===== src/mil_pkg.sv =====
package mil_pkg;
	// ----------------------------------------
	// geometry
	// ----------------------------------------
	localparam int NUM_AXES = 8;

	// ----------------------------------------
	// register offsets
	// ----------------------------------------
	localparam logic [3:0] OFS_FORCE_ON = 4'h0;
	localparam logic [3:0] OFS_FORCE_OFF = 4'h1;
	localparam logic [3:0] OFS_APPLY = 4'h2;
	localparam logic [3:0] OFS_INH_STATE = 4'h3;
	localparam logic [3:0] OFS_INH_AXIS_EN = 4'h4;
	localparam logic [3:0] OFS_INH_POL = 4'h5;
	localparam logic [3:0] OFS_FWD_POL = 4'h6;
	localparam logic [3:0] OFS_REV_POL = 4'h7;
	localparam logic [3:0] OFS_LIM_EN = 4'h8;
	localparam logic [3:0] OFS_FWD_STAT = 4'h9;
	localparam logic [3:0] OFS_REV_STAT = 4'ha;

	// ----------------------------------------
	// reset values
	// ----------------------------------------
	localparam logic [7:0] RST_ZERO = 8'h00;
	localparam logic [7:0] RST_LIM_POL = 8'hff;
	localparam logic [7:0] RST_INH_POL = 8'h00;
	localparam logic [7:0] RST_LIM_EN = 8'h00;
	localparam logic [7:0] RST_AXIS_EN = 8'h00;
endpackage


===== src/mil_limit_qual.sv =====
module mil_limit_qual (
	// clock and reset
	input wire logic clk,
	input wire logic rst_n,
	// pins and settings
	input wire logic [7:0] pin,
	input wire logic [7:0] pol_low,
	input wire logic [7:0] enable,
	// results
	output logic [7:0] active_r,
	output logic [7:0] halt_r
);
	logic [7:0] active_nxt;

	// ----------------------------------------
	// per-axis polarity qualification
	// ----------------------------------------
	genvar g;
	generate
		for (g = 0; g < mil_pkg::NUM_AXES; g++) begin : g_ax
			// low selected: active when pin low; else when high
			assign active_nxt[g] = pol_low[g] ? ~pin[g] : pin[g];
		end
	endgenerate

	always_ff @(posedge clk) begin
		if (!rst_n) begin
			active_r <= mil_pkg::RST_ZERO;
		end else begin
			active_r <= active_nxt;
		end
	end

	// halt only on the transition to active, as a one-cycle pulse
	always_ff @(posedge clk) begin
		if (!rst_n) begin
			halt_r <= mil_pkg::RST_ZERO;
		end else begin
			halt_r <= active_nxt & ~active_r & enable;
		end
	end

	a_halt_cause: assert property (@(posedge clk) disable iff (!rst_n)
		halt_r[0] |-> active_r[0] && !$past(active_r[0]) && $past(enable[0]))
		else $error("halt without a fresh enabled limit");
	a_qual_low: assert property (@(posedge clk) disable iff (!rst_n)
		(pol_low[1] && !pin[1]) |=> active_r[1])
		else $error("active-low limit not seen");
	a_qual_high: assert property (@(posedge clk) disable iff (!rst_n)
		(!pol_low[2] && pin[2]) |=> active_r[2])
		else $error("active-high limit not seen");
endmodule


===== src/mil_top.sv =====
// What this block does
// - force-on bit drives inhibit output On
// - force-off bit drives output Off otherwise
// - both bits clear keeps output state
// - both bits set means force-on
// - axis-enabled outputs ignore forcing, follow axis
// - pin level follows inhibit polarity setting
// - separate forward and reverse limit polarities
// - set polarity bit means active low, resets set
// - active low: limit active on low pin
// - active high: limit active on high pin
// - enabled limit going active issues halt
// - qualified limit state always readable
//
// The register offsets and the address-and-strobe port were decided locally.
module mil_top (
	// clock and reset
	input wire logic CLK,
	input wire logic RST_N,
	// register port
	input wire logic [3:0] ADDR,
	input wire logic [7:0] WDATA,
	input wire logic WR,
	input wire logic RD,
	output logic [7:0] RDATA,
	// axis side
	input wire logic [7:0] AXIS_INHIBIT,
	input wire logic [7:0] FWD_LIMIT,
	input wire logic [7:0] REV_LIMIT,
	// pins and halts
	output logic [7:0] INHIBIT_PIN,
	output logic [7:0] HALT
);
	logic [7:0] force_on_r;
	logic [7:0] force_off_r;
	logic [7:0] inh_state_r;
	logic [7:0] inh_state_nxt;
	logic [7:0] axis_en_r;
	logic [7:0] inh_pol_r;
	logic [7:0] fwd_pol_r;
	logic [7:0] rev_pol_r;
	logic [7:0] lim_en_r;
	logic [7:0] fwd_act;
	logic [7:0] rev_act;
	logic [7:0] fwd_halt;
	logic [7:0] rev_halt;
	logic [7:0] rdata_nxt;
	logic apply;
	logic [7:0] logical;

	assign apply = WR && (ADDR == mil_pkg::OFS_APPLY);

	// ----------------------------------------
	// configuration registers
	// ----------------------------------------
	always_ff @(posedge CLK) begin
		if (!RST_N) begin
			force_on_r <= mil_pkg::RST_ZERO;
			force_off_r <= mil_pkg::RST_ZERO;
			axis_en_r <= mil_pkg::RST_AXIS_EN;
			inh_pol_r <= mil_pkg::RST_INH_POL;
			fwd_pol_r <= mil_pkg::RST_LIM_POL;
			rev_pol_r <= mil_pkg::RST_LIM_POL;
			lim_en_r <= mil_pkg::RST_LIM_EN;
		end else if (WR) begin
			unique case (ADDR)
				mil_pkg::OFS_FORCE_ON: force_on_r <= WDATA;
				mil_pkg::OFS_FORCE_OFF: force_off_r <= WDATA;
				mil_pkg::OFS_INH_AXIS_EN: axis_en_r <= WDATA;
				mil_pkg::OFS_INH_POL: inh_pol_r <= WDATA;
				mil_pkg::OFS_FWD_POL: fwd_pol_r <= WDATA;
				mil_pkg::OFS_REV_POL: rev_pol_r <= WDATA;
				mil_pkg::OFS_LIM_EN: lim_en_r <= WDATA;
				default: ;
			endcase
		end
	end

	// ----------------------------------------
	// force set/clear protocol
	// ----------------------------------------
	// masks are staged first, then one apply strobe acts on all bits
	// together, so no partial pattern reaches the pins
	genvar g;
	generate
		for (g = 0; g < mil_pkg::NUM_AXES; g++) begin : g_force
			logic bit_nxt;

			always_comb begin
				if (!apply) begin
					bit_nxt = inh_state_r[g];
				end else if (axis_en_r[g]) begin
					bit_nxt = inh_state_r[g];
				end else if (force_on_r[g]) begin
					bit_nxt = 1'b1;
				end else if (force_off_r[g]) begin
					bit_nxt = 1'b0;
				end else begin
					bit_nxt = inh_state_r[g];
				end
			end

			assign inh_state_nxt[g] = bit_nxt;

			// per-output checks, one set for every bit
			a_bit_on: assert property (@(posedge CLK) disable iff (!RST_N)
				(apply && force_on_r[g] && !axis_en_r[g]) |=> inh_state_r[g])
				else $error("forced-on output not on");
			a_bit_off: assert property (@(posedge CLK) disable iff (!RST_N)
				(apply && !force_on_r[g] && force_off_r[g] && !axis_en_r[g]) |=> !inh_state_r[g])
				else $error("forced-off output not off");
			a_bit_hold: assert property (@(posedge CLK) disable iff (!RST_N)
				(!apply || (!force_on_r[g] && !force_off_r[g])) |=> $stable(inh_state_r[g]))
				else $error("output state moved without a request");
			// axis-enabled bits keep their state; the pin follows the axis
			a_bit_axis: assert property (@(posedge CLK) disable iff (!RST_N)
				axis_en_r[g] |=> $stable(inh_state_r[g]))
				else $error("axis-enabled output was forced");
			a_bit_pin: assert property (@(posedge CLK) disable iff (!RST_N)
				!$past(axis_en_r[g]) |-> INHIBIT_PIN[g] == (inh_state_r[g] ^ $past(inh_pol_r[g])))
				else $error("forced pin level wrong for polarity");
			a_bit_follow: assert property (@(posedge CLK) disable iff (!RST_N)
				$past(axis_en_r[g]) |-> INHIBIT_PIN[g] == ($past(AXIS_INHIBIT[g]) ^ $past(inh_pol_r[g])))
				else $error("axis-enabled pin does not follow its axis");
		end
	endgenerate

	always_ff @(posedge CLK) begin
		if (!RST_N) begin
			inh_state_r <= mil_pkg::RST_ZERO;
		end else begin
			inh_state_r <= inh_state_nxt;
		end
	end

	// ----------------------------------------
	// inhibit pins
	// ----------------------------------------
	assign logical = (axis_en_r & AXIS_INHIBIT) | (~axis_en_r & inh_state_nxt);

	always_ff @(posedge CLK) begin
		if (!RST_N) begin
			INHIBIT_PIN <= mil_pkg::RST_ZERO;
		end else begin
			// polarity bit set means active low pin
			INHIBIT_PIN <= logical ^ inh_pol_r;
		end
	end

	// ----------------------------------------
	// limit qualification
	// ----------------------------------------
	mil_limit_qual u_fwd (
		.clk(CLK),
		.rst_n(RST_N),
		.pin(FWD_LIMIT),
		.pol_low(fwd_pol_r),
		.enable(lim_en_r),
		.active_r(fwd_act),
		.halt_r(fwd_halt)
	);

	mil_limit_qual u_rev (
		.clk(CLK),
		.rst_n(RST_N),
		.pin(REV_LIMIT),
		.pol_low(rev_pol_r),
		.enable(lim_en_r),
		.active_r(rev_act),
		.halt_r(rev_halt)
	);

	// one halt per axis for either direction
	always_ff @(posedge CLK) begin
		if (!RST_N) begin
			HALT <= mil_pkg::RST_ZERO;
		end else begin
			HALT <= fwd_halt | rev_halt;
		end
	end

	// ----------------------------------------
	// read port
	// ----------------------------------------
	always_comb begin
		rdata_nxt = mil_pkg::RST_ZERO;
		unique case (ADDR)
			mil_pkg::OFS_FORCE_ON: rdata_nxt = force_on_r;
			mil_pkg::OFS_FORCE_OFF: rdata_nxt = force_off_r;
			mil_pkg::OFS_INH_STATE: rdata_nxt = inh_state_r;
			mil_pkg::OFS_INH_AXIS_EN: rdata_nxt = axis_en_r;
			mil_pkg::OFS_INH_POL: rdata_nxt = inh_pol_r;
			mil_pkg::OFS_FWD_POL: rdata_nxt = fwd_pol_r;
			mil_pkg::OFS_REV_POL: rdata_nxt = rev_pol_r;
			mil_pkg::OFS_LIM_EN: rdata_nxt = lim_en_r;
			// readable regardless of the enable
			mil_pkg::OFS_FWD_STAT: rdata_nxt = fwd_act;
			mil_pkg::OFS_REV_STAT: rdata_nxt = rev_act;
			default: rdata_nxt = mil_pkg::RST_ZERO;
		endcase
	end

	// data stands only in the cycle after the read strobe
	always_ff @(posedge CLK) begin
		if (!RST_N) begin
			RDATA <= mil_pkg::RST_ZERO;
		end else if (RD) begin
			RDATA <= rdata_nxt;
		end else begin
			RDATA <= mil_pkg::RST_ZERO;
		end
	end

	// ----------------------------------------
	// checks
	// ----------------------------------------
	a_force_on_wins: assert property (@(posedge CLK) disable iff (!RST_N)
		(apply && force_on_r[0] && !axis_en_r[0]) |=> inh_state_r[0])
		else $error("force-on did not turn output on");
	a_force_off: assert property (@(posedge CLK) disable iff (!RST_N)
		(apply && !force_on_r[1] && force_off_r[1] && !axis_en_r[1]) |=> !inh_state_r[1])
		else $error("force-off did not turn output off");
	a_hold_state: assert property (@(posedge CLK) disable iff (!RST_N)
		(!apply || (!force_on_r[2] && !force_off_r[2])) |=> $stable(inh_state_r[2]))
		else $error("output state changed without request");
	a_axis_ignores: assert property (@(posedge CLK) disable iff (!RST_N)
		axis_en_r[3] |=> $stable(inh_state_r[3]))
		else $error("axis-enabled output was forced");
	a_pin_polarity: assert property (@(posedge CLK) disable iff (!RST_N)
		(!axis_en_r[4] && !$past(axis_en_r[4]) && $stable(inh_pol_r))
		|-> INHIBIT_PIN[4] == (inh_state_r[4] ^ $past(inh_pol_r[4])))
		else $error("inhibit pin level wrong for polarity");
	a_pol_reset: assert property (@(posedge CLK)
		!RST_N |=> (fwd_pol_r == mil_pkg::RST_LIM_POL) && (rev_pol_r == mil_pkg::RST_LIM_POL))
		else $error("limit polarity not reset to active low");
	a_halt_enabled: assert property (@(posedge CLK) disable iff (!RST_N)
		(HALT & ~$past(lim_en_r, 2)) == mil_pkg::RST_ZERO)
		else $error("halt on a disabled axis");
	a_read_stat: assert property (@(posedge CLK) disable iff (!RST_N)
		(RD && ADDR == mil_pkg::OFS_FWD_STAT) |=> RDATA == $past(fwd_act))
		else $error("limit status read wrong");
	a_read_rev_stat: assert property (@(posedge CLK) disable iff (!RST_N)
		(RD && ADDR == mil_pkg::OFS_REV_STAT) |=> RDATA == $past(rev_act))
		else $error("reverse limit status read wrong");
	a_read_state: assert property (@(posedge CLK) disable iff (!RST_N)
		(RD && ADDR == mil_pkg::OFS_INH_STATE) |=> RDATA == $past(inh_state_r))
		else $error("inhibit state read wrong");
	a_rdata_idle: assert property (@(posedge CLK) disable iff (!RST_N)
		!RD |=> RDATA == mil_pkg::RST_ZERO)
		else $error("read data stands outside its cycle");

	// ----------------------------------------
	// force checks
	// ----------------------------------------
	a_apply_all: assert property (@(posedge CLK) disable iff (!RST_N)
		apply |=> inh_state_r == (($past(inh_state_r)
			& ($past(axis_en_r) | ~($past(force_on_r) | $past(force_off_r))))
			| (~$past(axis_en_r) & $past(force_on_r))))
		else $error("masks not applied to all outputs together");
	a_state_ro: assert property (@(posedge CLK) disable iff (!RST_N)
		(WR && ADDR == mil_pkg::OFS_INH_STATE) |=> $stable(inh_state_r))
		else $error("status index write changed output state");
	a_pol_no_state: assert property (@(posedge CLK) disable iff (!RST_N)
		(WR && ADDR == mil_pkg::OFS_INH_POL) |=> $stable(inh_state_r))
		else $error("polarity write changed logical state");

	// ----------------------------------------
	// register writes
	// ----------------------------------------
	a_wr_force_on: assert property (@(posedge CLK) disable iff (!RST_N)
		(WR && ADDR == mil_pkg::OFS_FORCE_ON) |=> force_on_r == $past(WDATA))
		else $error("force-on mask write lost");
	a_wr_force_off: assert property (@(posedge CLK) disable iff (!RST_N)
		(WR && ADDR == mil_pkg::OFS_FORCE_OFF) |=> force_off_r == $past(WDATA))
		else $error("force-off mask write lost");
	a_wr_axis_en: assert property (@(posedge CLK) disable iff (!RST_N)
		(WR && ADDR == mil_pkg::OFS_INH_AXIS_EN) |=> axis_en_r == $past(WDATA))
		else $error("axis enable write lost");
	a_wr_inh_pol: assert property (@(posedge CLK) disable iff (!RST_N)
		(WR && ADDR == mil_pkg::OFS_INH_POL) |=> inh_pol_r == $past(WDATA))
		else $error("inhibit polarity write lost");
	a_wr_fwd_pol: assert property (@(posedge CLK) disable iff (!RST_N)
		(WR && ADDR == mil_pkg::OFS_FWD_POL) |=> fwd_pol_r == $past(WDATA))
		else $error("forward polarity write lost");
	a_wr_rev_pol: assert property (@(posedge CLK) disable iff (!RST_N)
		(WR && ADDR == mil_pkg::OFS_REV_POL) |=> rev_pol_r == $past(WDATA))
		else $error("reverse polarity write lost");
	a_wr_lim_en: assert property (@(posedge CLK) disable iff (!RST_N)
		(WR && ADDR == mil_pkg::OFS_LIM_EN) |=> lim_en_r == $past(WDATA))
		else $error("limit enable write lost");
	a_fwd_pol_apart: assert property (@(posedge CLK) disable iff (!RST_N)
		(WR && ADDR == mil_pkg::OFS_FWD_POL) |=> $stable(rev_pol_r))
		else $error("forward polarity write touched reverse");
	a_rev_pol_apart: assert property (@(posedge CLK) disable iff (!RST_N)
		(WR && ADDR == mil_pkg::OFS_REV_POL) |=> $stable(fwd_pol_r))
		else $error("reverse polarity write touched forward");
	// indexes past the last register must not alias onto a setting
	a_unmapped_wr: assert property (@(posedge CLK) disable iff (!RST_N)
		(WR && ADDR > mil_pkg::OFS_REV_STAT) |=> $stable(force_on_r) && $stable(force_off_r)
			&& $stable(axis_en_r) && $stable(inh_pol_r) && $stable(lim_en_r)
			&& $stable(fwd_pol_r) && $stable(rev_pol_r))
		else $error("write to an unused index changed a setting");

	// ----------------------------------------
	// reset
	// ----------------------------------------
	a_reset_out: assert property (@(posedge CLK)
		!RST_N |=> (INHIBIT_PIN == mil_pkg::RST_ZERO) && (HALT == mil_pkg::RST_ZERO)
			&& (RDATA == mil_pkg::RST_ZERO))
		else $error("outputs not cleared by reset");
	a_reset_cfg: assert property (@(posedge CLK)
		!RST_N |=> (force_on_r == mil_pkg::RST_ZERO) && (force_off_r == mil_pkg::RST_ZERO)
			&& (inh_state_r == mil_pkg::RST_ZERO) && (axis_en_r == mil_pkg::RST_AXIS_EN)
			&& (inh_pol_r == mil_pkg::RST_INH_POL) && (lim_en_r == mil_pkg::RST_LIM_EN))
		else $error("settings not cleared by reset");

	// ----------------------------------------
	// limit checks per axis
	// ----------------------------------------
	genvar h;
	generate
		for (h = 0; h < mil_pkg::NUM_AXES; h++) begin : g_lim_chk
			a_halt_fires: assert property (@(posedge CLK) disable iff (!RST_N)
				($past(lim_en_r[h]) && fwd_act[h] && !$past(fwd_act[h])) |=> HALT[h])
				else $error("enabled forward limit gave no halt");
			a_halt_fires_rev: assert property (@(posedge CLK) disable iff (!RST_N)
				($past(lim_en_r[h]) && rev_act[h] && !$past(rev_act[h])) |=> HALT[h])
				else $error("enabled reverse limit gave no halt");
			a_halt_source: assert property (@(posedge CLK) disable iff (!RST_N)
				HALT[h] |-> ($past(fwd_act[h]) && !$past(fwd_act[h], 2))
					|| ($past(rev_act[h]) && !$past(rev_act[h], 2)))
				else $error("halt without a fresh limit");
			a_stat_fwd: assert property (@(posedge CLK) disable iff (!RST_N)
				$past(RST_N) |-> fwd_act[h]
					== ($past(fwd_pol_r[h]) ? !$past(FWD_LIMIT[h]) : $past(FWD_LIMIT[h])))
				else $error("forward limit qualified wrongly");
			a_stat_rev: assert property (@(posedge CLK) disable iff (!RST_N)
				$past(RST_N) |-> rev_act[h]
					== ($past(rev_pol_r[h]) ? !$past(REV_LIMIT[h]) : $past(REV_LIMIT[h])))
				else $error("reverse limit qualified wrongly");
		end
	endgenerate
endmodule


===== config.mk =====
export PLATFORM = sky130hd
export DESIGN_NAME = mil_top
export DESIGN_NICKNAME = d
export VERILOG_FILES = /design/src/mil_pkg.sv /design/src/mil_limit_qual.sv /design/src/mil_top.sv
export SDC_FILE = /design/constraint.sdc
export NUM_CORES = 1
export LEC_CHECK = 0
export BUFFER_PORTS_ARGS = -buffer_cell sky130_fd_sc_hd__buf_2
export CAP_MARGIN = 15
export CORE_ASPECT_RATIO = 1.5
export CORE_UTILIZATION = 53
export CTS_CLUSTER_SIZE = 30
export DETAILED_ROUTE_END_ITERATION = 8
export HOLD_SLACK_MARGIN = 0.15
export PLACE_DENSITY_LB_ADDON = 0.15
export SYNTH_ARGS = -nofsm -noshare
export SYNTH_HDL_FRONTEND = slang
export SYNTH_SLANG_ARGS = --single-unit

===== constraint.sdc =====
create_clock -name CLK -period 1.5 [get_ports CLK]
set_input_delay 0.3 -clock CLK [delete_from_list [all_inputs] [get_ports CLK]]
set_output_delay 0.3 -clock CLK [all_outputs]
set_load 0.05 [all_outputs]

==> results of run 1 <==
==> report_power, final <==
| group | internal, mW | total (mW) | switching [mW] |
|---|---|---|---|
| registers | 3.25 | 3.30 | 0.0526 |
| clock network | 2.78 | 4.32 | 1.53 |
| logic | 0.269 | 0.616 | 0.347 |
| total | 6.30 | 8.23 | 1.93 |
==> metal layers <==
layer  up-vias  wire (µm)
met2       156       7642
li1       2375          -
met3        26        666
met1      2324       6230
met4         0        333
met5         -          0
==> how the worst min path moves through the flow <==
stage | to | slack [ps] | depth (start not counted)
2_1_floorplan | HALT[0] | 410 | 1
4_1_cts | INHIBIT_PIN[4] | 170 | 3
3_3_place_gp | HALT[4] | 410 | 1
6_report | INHIBIT_PIN[4] | 180 | 3
5_1_grt | INHIBIT_PIN[7] | 180 | 3
3_5_place_dp | HALT[3] | 420 | 1
==> flip-flops by register name (all words and copies together), names as in the netlist <==
| signal | cells |
|---|---|
| HALT | 8 |
| INHIBIT_PIN | 8 |
| RDATA | 8 |
| axis_en_r | 8 |
| force_off_r | 8 |
| force_on_r | 8 |
| fwd_pol_r | 8 |
| inh_pol_r | 8 |
| inh_state_r | 8 |
| lim_en_r | 8 |
| rev_pol_r | 8 |
| u_fwd.active_r | 8 |
| u_fwd.halt_r | 8 |
| u_rev.active_r | 8 |
| u_rev.halt_r | 8 |
==> cells in the mapped netlist, types with 4 or more instances <==
master | count | area share (%)
dfxtp_1 | 120 | 43
nand2_1 | 89 | 6.0
a21boi_0 | 36 | 4.9
mux2i_1 | 34 | 6.2
nand3_1 | 26 | 2.4
o21ai_0 | 26 | 2.4
a31oi_1 | 22 | 2.5
nand3b_1 | 20 | 2.7
and2_1 | 19 | 2.1
clkbuf_1 | 19 | 1.3
nor2b_1 | 18 | 2.0
and3b_1 | 16 | 2.5
nand4b_1 | 16 | 2.5
xor2_1 | 16 | 2.5
nand2b_1 | 12 | 1.4
nor2_1 | 12 | 0.81
nand4_1 | 11 | 1.2
inv_1 | 9 | 0.61
nor3b_1 | 9 | 1.2
buf_2 | 8 | 0.72
o21a_1 | 8 | 1.1
a22o_1 | 7 | 1.1
a21oi_1 | 5 | 0.45
a21boi_1 | 4 | 0.54
buf_4 | 4 | 0.54
mux2_2 | 4 | 0.81
o32ai_1 | 4 | 0.63
==> cell families (layout without fill, tap and decap cells) <==
| group | after synthesis | count (layout) | synth area share, % |
|---|---|---|---|
| AND/OR/NAND/NOR | 262 | 262 | 27.44 |
| XOR/XNOR | 16 | 16 | 2.534 |
| flip-flops | 120 | 120 | 43.44 |
| buffers and inverters | 43 | 158 | 3.642 |
| AO/OA/AOI/OAI | 129 | 129 | 15.97 |
| multiplexers | 38 | 38 | 6.968 |
==> layout make-up <==
class	count	area, µm²
repair buffers	117	745.7
fillers	829	3253
clock buffers	17	425.4
clock inverters	15	201.4
inverters	9	33.78
flip-flops and latches	120	2402
multi-input cells	445	2927
well taps	117	146.4
==> flow_metrics.py, run 1 <==
metrics = {
    "place": {
        "gp_congestion": 0.9336,
        "dpl_cell_area_mm2": 0.006255,
        "hpwl_mm": 10.93,
        "placed_cells": 808,
        "port_buffers": 63,
        "place_ws_ps": -108.7,
    },
    "hold_path": {
        "hp-start": "AXIS_INHIBIT[4]",
        "hold_path.class": "input port to register",
    },
    "setup_path": {
        "worstPathRequired_ps": 1200,
        "crit_family": "flip-flops",
        "cp_slowest_stage_delay_ps": 330,
        "r2r_start": "inh_pol_r[6]",
        "endpoint": "RDATA[5]",
        "cp-end-kind": "output port",
        "slowest_stage": "dfxtp_1",
        "path_cells": "buf_2",
        "rr_worst_depth": 4,
        "timing.critical_path.from": "RDATA[5]",
        "crit_path_start_kind": "register",
        "r2r-end": "RDATA[6]",
        "r2r_slack_ps": 310,
        "worstPathMaxFanout": 1,
        "crit_type": "register to output port",
        "cp.arrival_ps": 1010,
        "crit_buf_inv": 1,
        "crit_cells": 1,
    },
    "timing": {
        "finClkSkew_ps": 6.502,
        "tightestPinTransition_ps": 505.4,
        "holdWs_ps": 175.6,
        "min_period_over_period_pct": 87.15,
        "finalHoldViolations": 0,
        "drv_slew": 0,
        "setup_violations": 0,
        "timing.setup.tns_ps": 0,
        "grt_setup_unrepaired": "no",
        "slew_headroom_pct": 66.18,
        "setup_ws_ps": 192.7,
        "fin_crit_ps": 1307,
        "clock.fmax_mhz": 764.9,
    },
    "die": {
        "rows": 45,
        "core_area_mm2": 0.01013,
        "initial_core_util_pct": 54.57,
        "dieArea_mm2": 0.01086,
        "die_x_um": 85.41,
        "die_h_um": 127.1,
        "io_pins": 64,
    },
    "synth": {
        "avgSynthCellArea_um2": 9.096,
        "synth_warnings": 0,
        "ys.flop_type": "dfxtp_1",
        "synth_cell_types": 49,
        "ys_ff_latch": 120,
        "synthCells": 608,
        "synth_nets": 648,
        "syn_area_mm2": 0.005530,
        "ys_seq_area_share_pct": 43.44,
        "synth_enable_flop_cells": 0,
        "async_reset_ff_share_pct": 0,
    },
    "drt": {
        "drt-total-wl_mm": 14.87,
        "drc": 0,
        "routed_via_density": 5.811,
        "drtIter0Drc": 255,
        "dr.pass1.iters": 5,
        "vias": 4881,
        "ant_nets": 0,
        "wl_per_cell_um": 17.70,
    },
    "grt": {
        "track_usage_pct": 28.95,
        "grt-busiest-layer": "met2",
        "grt_first_pass_wirelength_mm": 24.29,
        "grt_max_degree": 52,
        "grt_use_met2_pct": 50.21,
        "grt.met1_usage_pct": 34.97,
        "antenna_found_initial": 0,
        "gr-total-overflow": 0,
        "met3_usage_pct": 5.879,
        "grt_pass1_vias": 4805,
    },
    "finish": {
        "final_common_cell": "dfxtp_1",
        "design_area_mm2": 0.006882,
        "nets": 750,
        "final_cells": 840,
        "fin_util_pct": 67.90,
        "antenna_cells": 0,
        "syn_to_final_growth_pct": 24.43,
        "final_cell_mix": "120 x dfxtp_1, 89 x nand2_1, 63 x buf_2",
        "drive_gt1_share_pct": 22.41,
    },
    "job": {
        "maxCapViolations": 0,
    },
    "clock_tree": {
        "clock-sinks": 120,
        "clk_pin_slew_ps": 60,
        "postCtsSetupRepairBufs": 0,
        "cts_buffers": 17,
        "htree_num_levels": 4,
        "cts_hold_buf": 0,
        "clock_path_buffers": 2,
        "root_buffer": "clkbuf_16",
        "ctsResizeCount": 0,
        "clk_latency_ps": 410,
        "cts_tree": "built",
    },
    "outcome": {
        "run_status": "complete, no violations",
    },
    "pwr": {
        "leakage_nw": 2.821,
        "peakVddDrop_mv": 0.9982,
        "power.density_mw_per_mm2": 1197,
        "finalPower_mw": 8.235,
    },
}
Note: power is estimated with default switching activity, not from simulation.
==> inputs of run 2 (changes only) <==
--- a/config.mk
+++ b/config.mk
@@ -11,8 +11,9 @@
 export CORE_UTILIZATION = 53
 export CTS_CLUSTER_SIZE = 30
 export DETAILED_ROUTE_END_ITERATION = 8
+export GPL_TIMING_DRIVEN = 0
 export HOLD_SLACK_MARGIN = 0.15
-export PLACE_DENSITY_LB_ADDON = 0.15
+export PLACE_DENSITY_LB_ADDON = 0.12
 export SYNTH_ARGS = -nofsm -noshare
 export SYNTH_HDL_FRONTEND = slang
 export SYNTH_SLANG_ARGS = --single-unit
==> run 2 against run 1 <==
Against the previous run:
- critical path depth grew 3
- design area shrank 3.9%
- non-clock buffer count shrank 19
- combinational power shrank 2%
- cell count shrank 2.3%
- fmax shrank 7.6%
- die area is the same
- wire length grew 13%
- first-iteration DRC count grew 21%
- sequential power is essentially flat
- sequential share of layout area grew 1.4 points
- critical endpoint is now rev_pol_r[7]
==> flow_metrics.py, run 2 (synthesis gave the netlist of run 1 again) <==
metrics = {
    "clock_tree": {
        "htree_num_levels": 4,
        "cts_hold_buf": 0,
        "clk_pin_slew_ps": 60,
        "cts_buffers": 17,
        "clk_latency_ps": 420,
        "clock_path_buffers": 2,
        "root_buffer": "clkbuf_16",
        "cts_tree": "built",
        "clock-sinks": 120,
    },
    "grt": {
        "grt_first_pass_wirelength_mm": 26.25,
        "grt_pass1_vias": 5052,
        "grt_use_met2_pct": 55.72,
        "met3_usage_pct": 5.749,
        "antenna_found_initial": 0,
        "grt-busiest-layer": "met2",
        "grt.met1_usage_pct": 36.73,
        "grt_max_degree": 17,
        "gr-total-overflow": 0,
        "track_usage_pct": 32.14,
    },
    "timing": {
        "slew_headroom_pct": 51.46,
        "clock.fmax_mhz": 706.7,
        "fin_crit_ps": 1415,
        "grt_setup_unrepaired": "yes",
        "tightestPinTransition_ps": 725.4,
        "finClkSkew_ps": 9.654,
        "finalHoldViolations": 0,
        "min_period_over_period_pct": 94.34,
        "setup_ws_ps": 84.96,
        "drv_slew": 0,
        "setup_violations": 0,
    },
    "die": {
        "io_pins": 64,
        "core_area_mm2": 0.01013,
        "die_x_um": 85.41,
        "die_h_um": 127.1,
        "initial_core_util_pct": 54.57,
        "rows": 45,
        "dieArea_mm2": 0.01086,
    },
    "finish": {
        "seq_area_mm2": 0.002402,
        "final_cell_mix": "120 x dfxtp_1, 89 x nand2_1, 69 x buf_2",
        "multi_input_area_mm2": 0.002944,
        "nets": 731,
        "fillers": 877,
        "final_common_cell": "dfxtp_1",
        "final_cells": 821,
        "syn_to_final_growth_pct": 19.64,
        "drive_gt1_share_pct": 18.32,
        "antenna_cells": 0,
    },
    "hold_path": {
        "hold_path.class": "input port to register",
    },
    "setup_path": {
        "cp-end-kind": "register",
        "crit_type": "input port to register",
        "worstPathMaxFanout": 10,
        "slowest_stage": "buf_1",
        "cp_slowest_stage_delay_ps": 450,
        "crit_path_start_kind": "input port",
        "path_cells": "clkbuf_1 -> clkbuf_2 -> buf_1 -> nand3_1",
        "cp.arrival_ps": 1680,
        "worstPathRequired_ps": 1770,
    },
    "pwr": {
        "peakVddDrop_mv": 0.8240,
        "power.density_mw_per_mm2": 1194,
        "leakage_nw": 2.625,
    },
    "place": {
        "hpwl_mm": 12.04,
        "placed_cells": 785,
        "place_ws_ps": -647.6,
        "port_buffers": 60,
        "gp_congestion": 0.9841,
    },
    "drt": {
        "drc": 0,
        "ant_nets": 0,
        "wl_per_cell_um": 20.44,
        "drt-total-wl_mm": 16.78,
        "dr.pass1.iters": 5,
        "routed_via_density": 6.163,
        "drtIter0Drc": 308,
        "vias": 5060,
    },
    "job": {
        "maxCapViolations": 0,
    },
    "outcome": {
        "run_status": "complete, no violations",
    },
}
run 2: cell types whose count changed in the layout (fill, tap and decap cells not counted), moves of 2 or more:
cell	change
clkinvlp_4	+3
buf_12	-2
nor2_2	+2
clkbuf_1	+16
bufinv_16	-2
clkbuf_2	+3
buf_4	-46
nor2_1	-2
buf_2	+6
buf_6	+4
run 2: final cells by class:
class,instances,share of cell area [%]
plain buffers,34,2.723
clock buffers,18,6.486
clock inverters,14,2.269
inverters,9,0.5106
multi-input cells,445,44.50
flip-flops and latches,120,36.31
well taps,117,2.213
repair buffers,64,4.992
run 2: per-stage QoR:
stage	util, %	hold slack, ps	cell area [µm²]	total power, mW	setup TNS [ps]
6_report	65.28	167.9	6616	7.899	0
5_1_grt	65.28	182.4	6616	8.081	-10.57
4_1_cts	64.88	170.4	6575	7.874	0
3_5_place_dp	58.98	418.9	5977	3.936	-33930
3_3_place_gp	58.98	408.2	5977	3.921	-31240
2_1_floorplan	-	405.2	5530	3.699	0
run 2: timing repair:
action	CTS	global route
cloned	0	0
resized for setup	3	9
pin swaps	0	1
endpoints found under the setup margin	31	27
buffers inserted	2	2
run 2: worst paths after layout:
path	startpoint	slack, ps	cells past startpoint	end
worst max-delay path	RST_N	80	4	rev_pol_r[7]
worst min-delay path	AXIS_INHIBIT[4]	170	3	INHIBIT_PIN[4]
worst max register to register	axis_en_r[2]	290	3	RDATA[2]
worst min register to register	u_fwd.halt_r[2]	430	1	HALT[2]
run 2: worst max-delay path, delay by kind of cell:
family / cells / cell delay, ps
buffers and inverters: 3 / 1230
AND/OR/NAND/NOR: 1 / 140
run 2: metal layers:
metal | up-vias | routed length [µm]
met2 | 243 | 8634
met4 | 0 | 595
li1 | 2341 | -
met3 | 53 | 1043
met1 | 2423 | 6509
met5 | - | 0
run 2: report_power, final:
part | total [mW] | internal [mW] | switching, mW
Sequential | 3.30 | 3.25 | 0.0512
Combinational | 0.601 | 0.220 | 0.381
Clock | 4.00 | 2.45 | 1.55
Total | 7.90 | 5.91 | 1.98
==> inputs of run 3 (changes only) <==
--- a/config.mk
+++ b/config.mk
@@ -9,6 +9,7 @@
 export CAP_MARGIN = 15
 export CORE_ASPECT_RATIO = 1.5
 export CORE_UTILIZATION = 53
+export CTS_BUF_LIST = sky130_fd_sc_hd__clkbuf_16
 export CTS_CLUSTER_SIZE = 30
 export DETAILED_ROUTE_END_ITERATION = 8
 export GPL_TIMING_DRIVEN = 0
==> run 3 against run 2 <==
Against the previous run:
- global-route usage unchanged
- power down 0.11%
- non-clock buffer count unchanged
- wire length down 0.18%
- sequential cell count unchanged
- first-iteration DRC count unchanged
- die area unchanged
- combinational power about the same
- sequential power about the same
- clock skew about the same
- design area unchanged
- critical path depth up 2
==> flow_metrics.py, run 3 (synthesis gave the netlist of run 1 again) <==
metrics = {
    "timing": {
        "setup_violations": 0,
        "setup_ws_ps": 74.93,
        "min_period_over_period_pct": 95.00,
        "clock.fmax_mhz": 701.7,
        "tightestPinTransition_ps": 745.8,
        "slew_headroom_pct": 50.10,
        "finClkSkew_ps": 9.741,
        "drv_slew": 0,
        "finalHoldViolations": 0,
        "fin_crit_ps": 1425,
        "grt_setup_unrepaired": "yes",
    },
    "clock_tree": {
        "clock_path_buffers": 2,
        "clock-sinks": 120,
        "cts_tree": "built",
        "cts_hold_buf": 0,
        "clk_latency_ps": 420,
        "cts_buffers": 17,
        "htree_num_levels": 4,
        "root_buffer": "clkbuf_16",
        "clk_pin_slew_ps": 60,
    },
    "pwr": {
        "power.density_mw_per_mm2": 1193,
        "peakVddDrop_mv": 0.8187,
        "leakage_nw": 2.629,
        "finalPower_mw": 7.891,
    },
    "job": {
        "maxCapViolations": 0,
    },
    "finish": {
        "final_cell_mix": "120 x dfxtp_1, 89 x nand2_1, 69 x buf_2",
        "seq_area_mm2": 0.002402,
        "antenna_cells": 0,
        "nets": 731,
        "multi_input_area_mm2": 0.002944,
        "fillers": 877,
        "syn_to_final_growth_pct": 19.64,
        "final_cells": 821,
        "fin_util_pct": 65.28,
        "drive_gt1_share_pct": 18.32,
        "final_common_cell": "dfxtp_1",
    },
    "drt": {
        "drtIter0Drc": 308,
        "vias": 5045,
        "drc": 0,
        "drt-total-wl_mm": 16.75,
        "dr.pass1.iters": 6,
        "routed_via_density": 6.145,
        "wl_per_cell_um": 20.41,
        "ant_nets": 0,
    },
    "die": {
        "initial_core_util_pct": 54.57,
        "rows": 45,
        "die_h_um": 127.1,
        "dieArea_mm2": 0.01086,
        "io_pins": 64,
        "core_area_mm2": 0.01013,
        "die_x_um": 85.41,
    },
    "setup_path": {
        "crit_type": "input port to register",
        "worstPathMaxFanout": 10,
        "cp-end-kind": "register",
        "worstPathRequired_ps": 1850,
        "rr_worst_depth": 3,
        "r2r_slack_ps": 290,
        "crit_path_start_kind": "input port",
        "r2r-end": "RDATA[2]",
        "r2r_start": "axis_en_r[2]",
        "cp.arrival_ps": 1780,
    },
    "place": {
        "place_ws_ps": -647.6,
        "hpwl_mm": 12.04,
        "port_buffers": 60,
        "gp_congestion": 0.9841,
        "placed_cells": 785,
    },
    "hold_path": {
        "hold_path.class": "input port to register",
        "holdPathStages": 3,
        "hp-start": "AXIS_INHIBIT[4]",
        "worstHoldEndpoint": "INHIBIT_PIN[4]",
    },
    "grt": {
        "grt_max_degree": 17,
        "grt_pass1_vias": 5052,
        "gr-total-overflow": 0,
        "antenna_found_initial": 0,
        "grt_first_pass_wirelength_mm": 26.25,
        "track_usage_pct": 32.14,
    },
    "outcome": {
        "run_status": "complete, no violations",
    },
}
run 3: power by group:
group	total (mW)	switching, mW	internal [mW]
clock network	3.99	1.55	2.44
registers	3.30	0.0512	3.25
logic	0.601	0.381	0.220
run 3: area by class of cell:
cell class                 count  area share (%)
multi-input combinational    445           44.50
clock inverter                15           2.326
inverter                       9          0.5106
clock buffer                  17           6.430
sequential                   120           36.31
timing repair buffer          64           4.992
buffer                        34           2.723
tap                          117           2.213
run 3: how the worst max path moves through the flow:
stage	from	endpoint	slack, ps	cells after the start
after floorplan	ADDR[2]	inh_state_r[6]	40	6
after global placement	RST_N	rev_pol_r[1]	-620	4
after detailed placement	RST_N	rev_pol_r[0]	-650	4
after CTS	ADDR[0]	fwd_pol_r[5]	30	7
after global routing	ADDR[0]	RDATA[7]	-10	8
final	ADDR[3]	fwd_pol_r[5]	70	6
run 3: critical path, cell delays in order:
cell,delay [ps]
buf_2,170
nand3b_1,190
buf_2,210
nor2_1,610
nand2_1,170
nand3_1,120
run 3: repair_timing:
action / CTS / global route
hold endpoints to repair: 0 / 0
setup buffers: 2 / 2
setup endpoints to repair: 31 / 27
pin swaps: 0 / 1
resized for setup: 3 / 9
run 3: routing by layer:
metal  global-route usage, %  vias to the layer above  part of all wire (%)
met3                   5.749                       62                   6.1
met1                   36.73                     2394                    39
li1                        -                     2341                     -
met5                       0                        -                     0
met2                   55.72                      248                    51
met4                   18.63                        0                   4.1
run 3: per-stage QoR:
stage / hold slack (ps) / area (µm²) / setup TNS (ps)
final: 168.9 / 6616 / 0
after global placement: 408.2 / 5977 / -31240
after detailed placement: 418.9 / 5977 / -33930
after CTS: 170.4 / 6575 / 0
after floorplan: 405.2 / 5530 / 0
after global routing: 182.4 / 6616 / -10.57
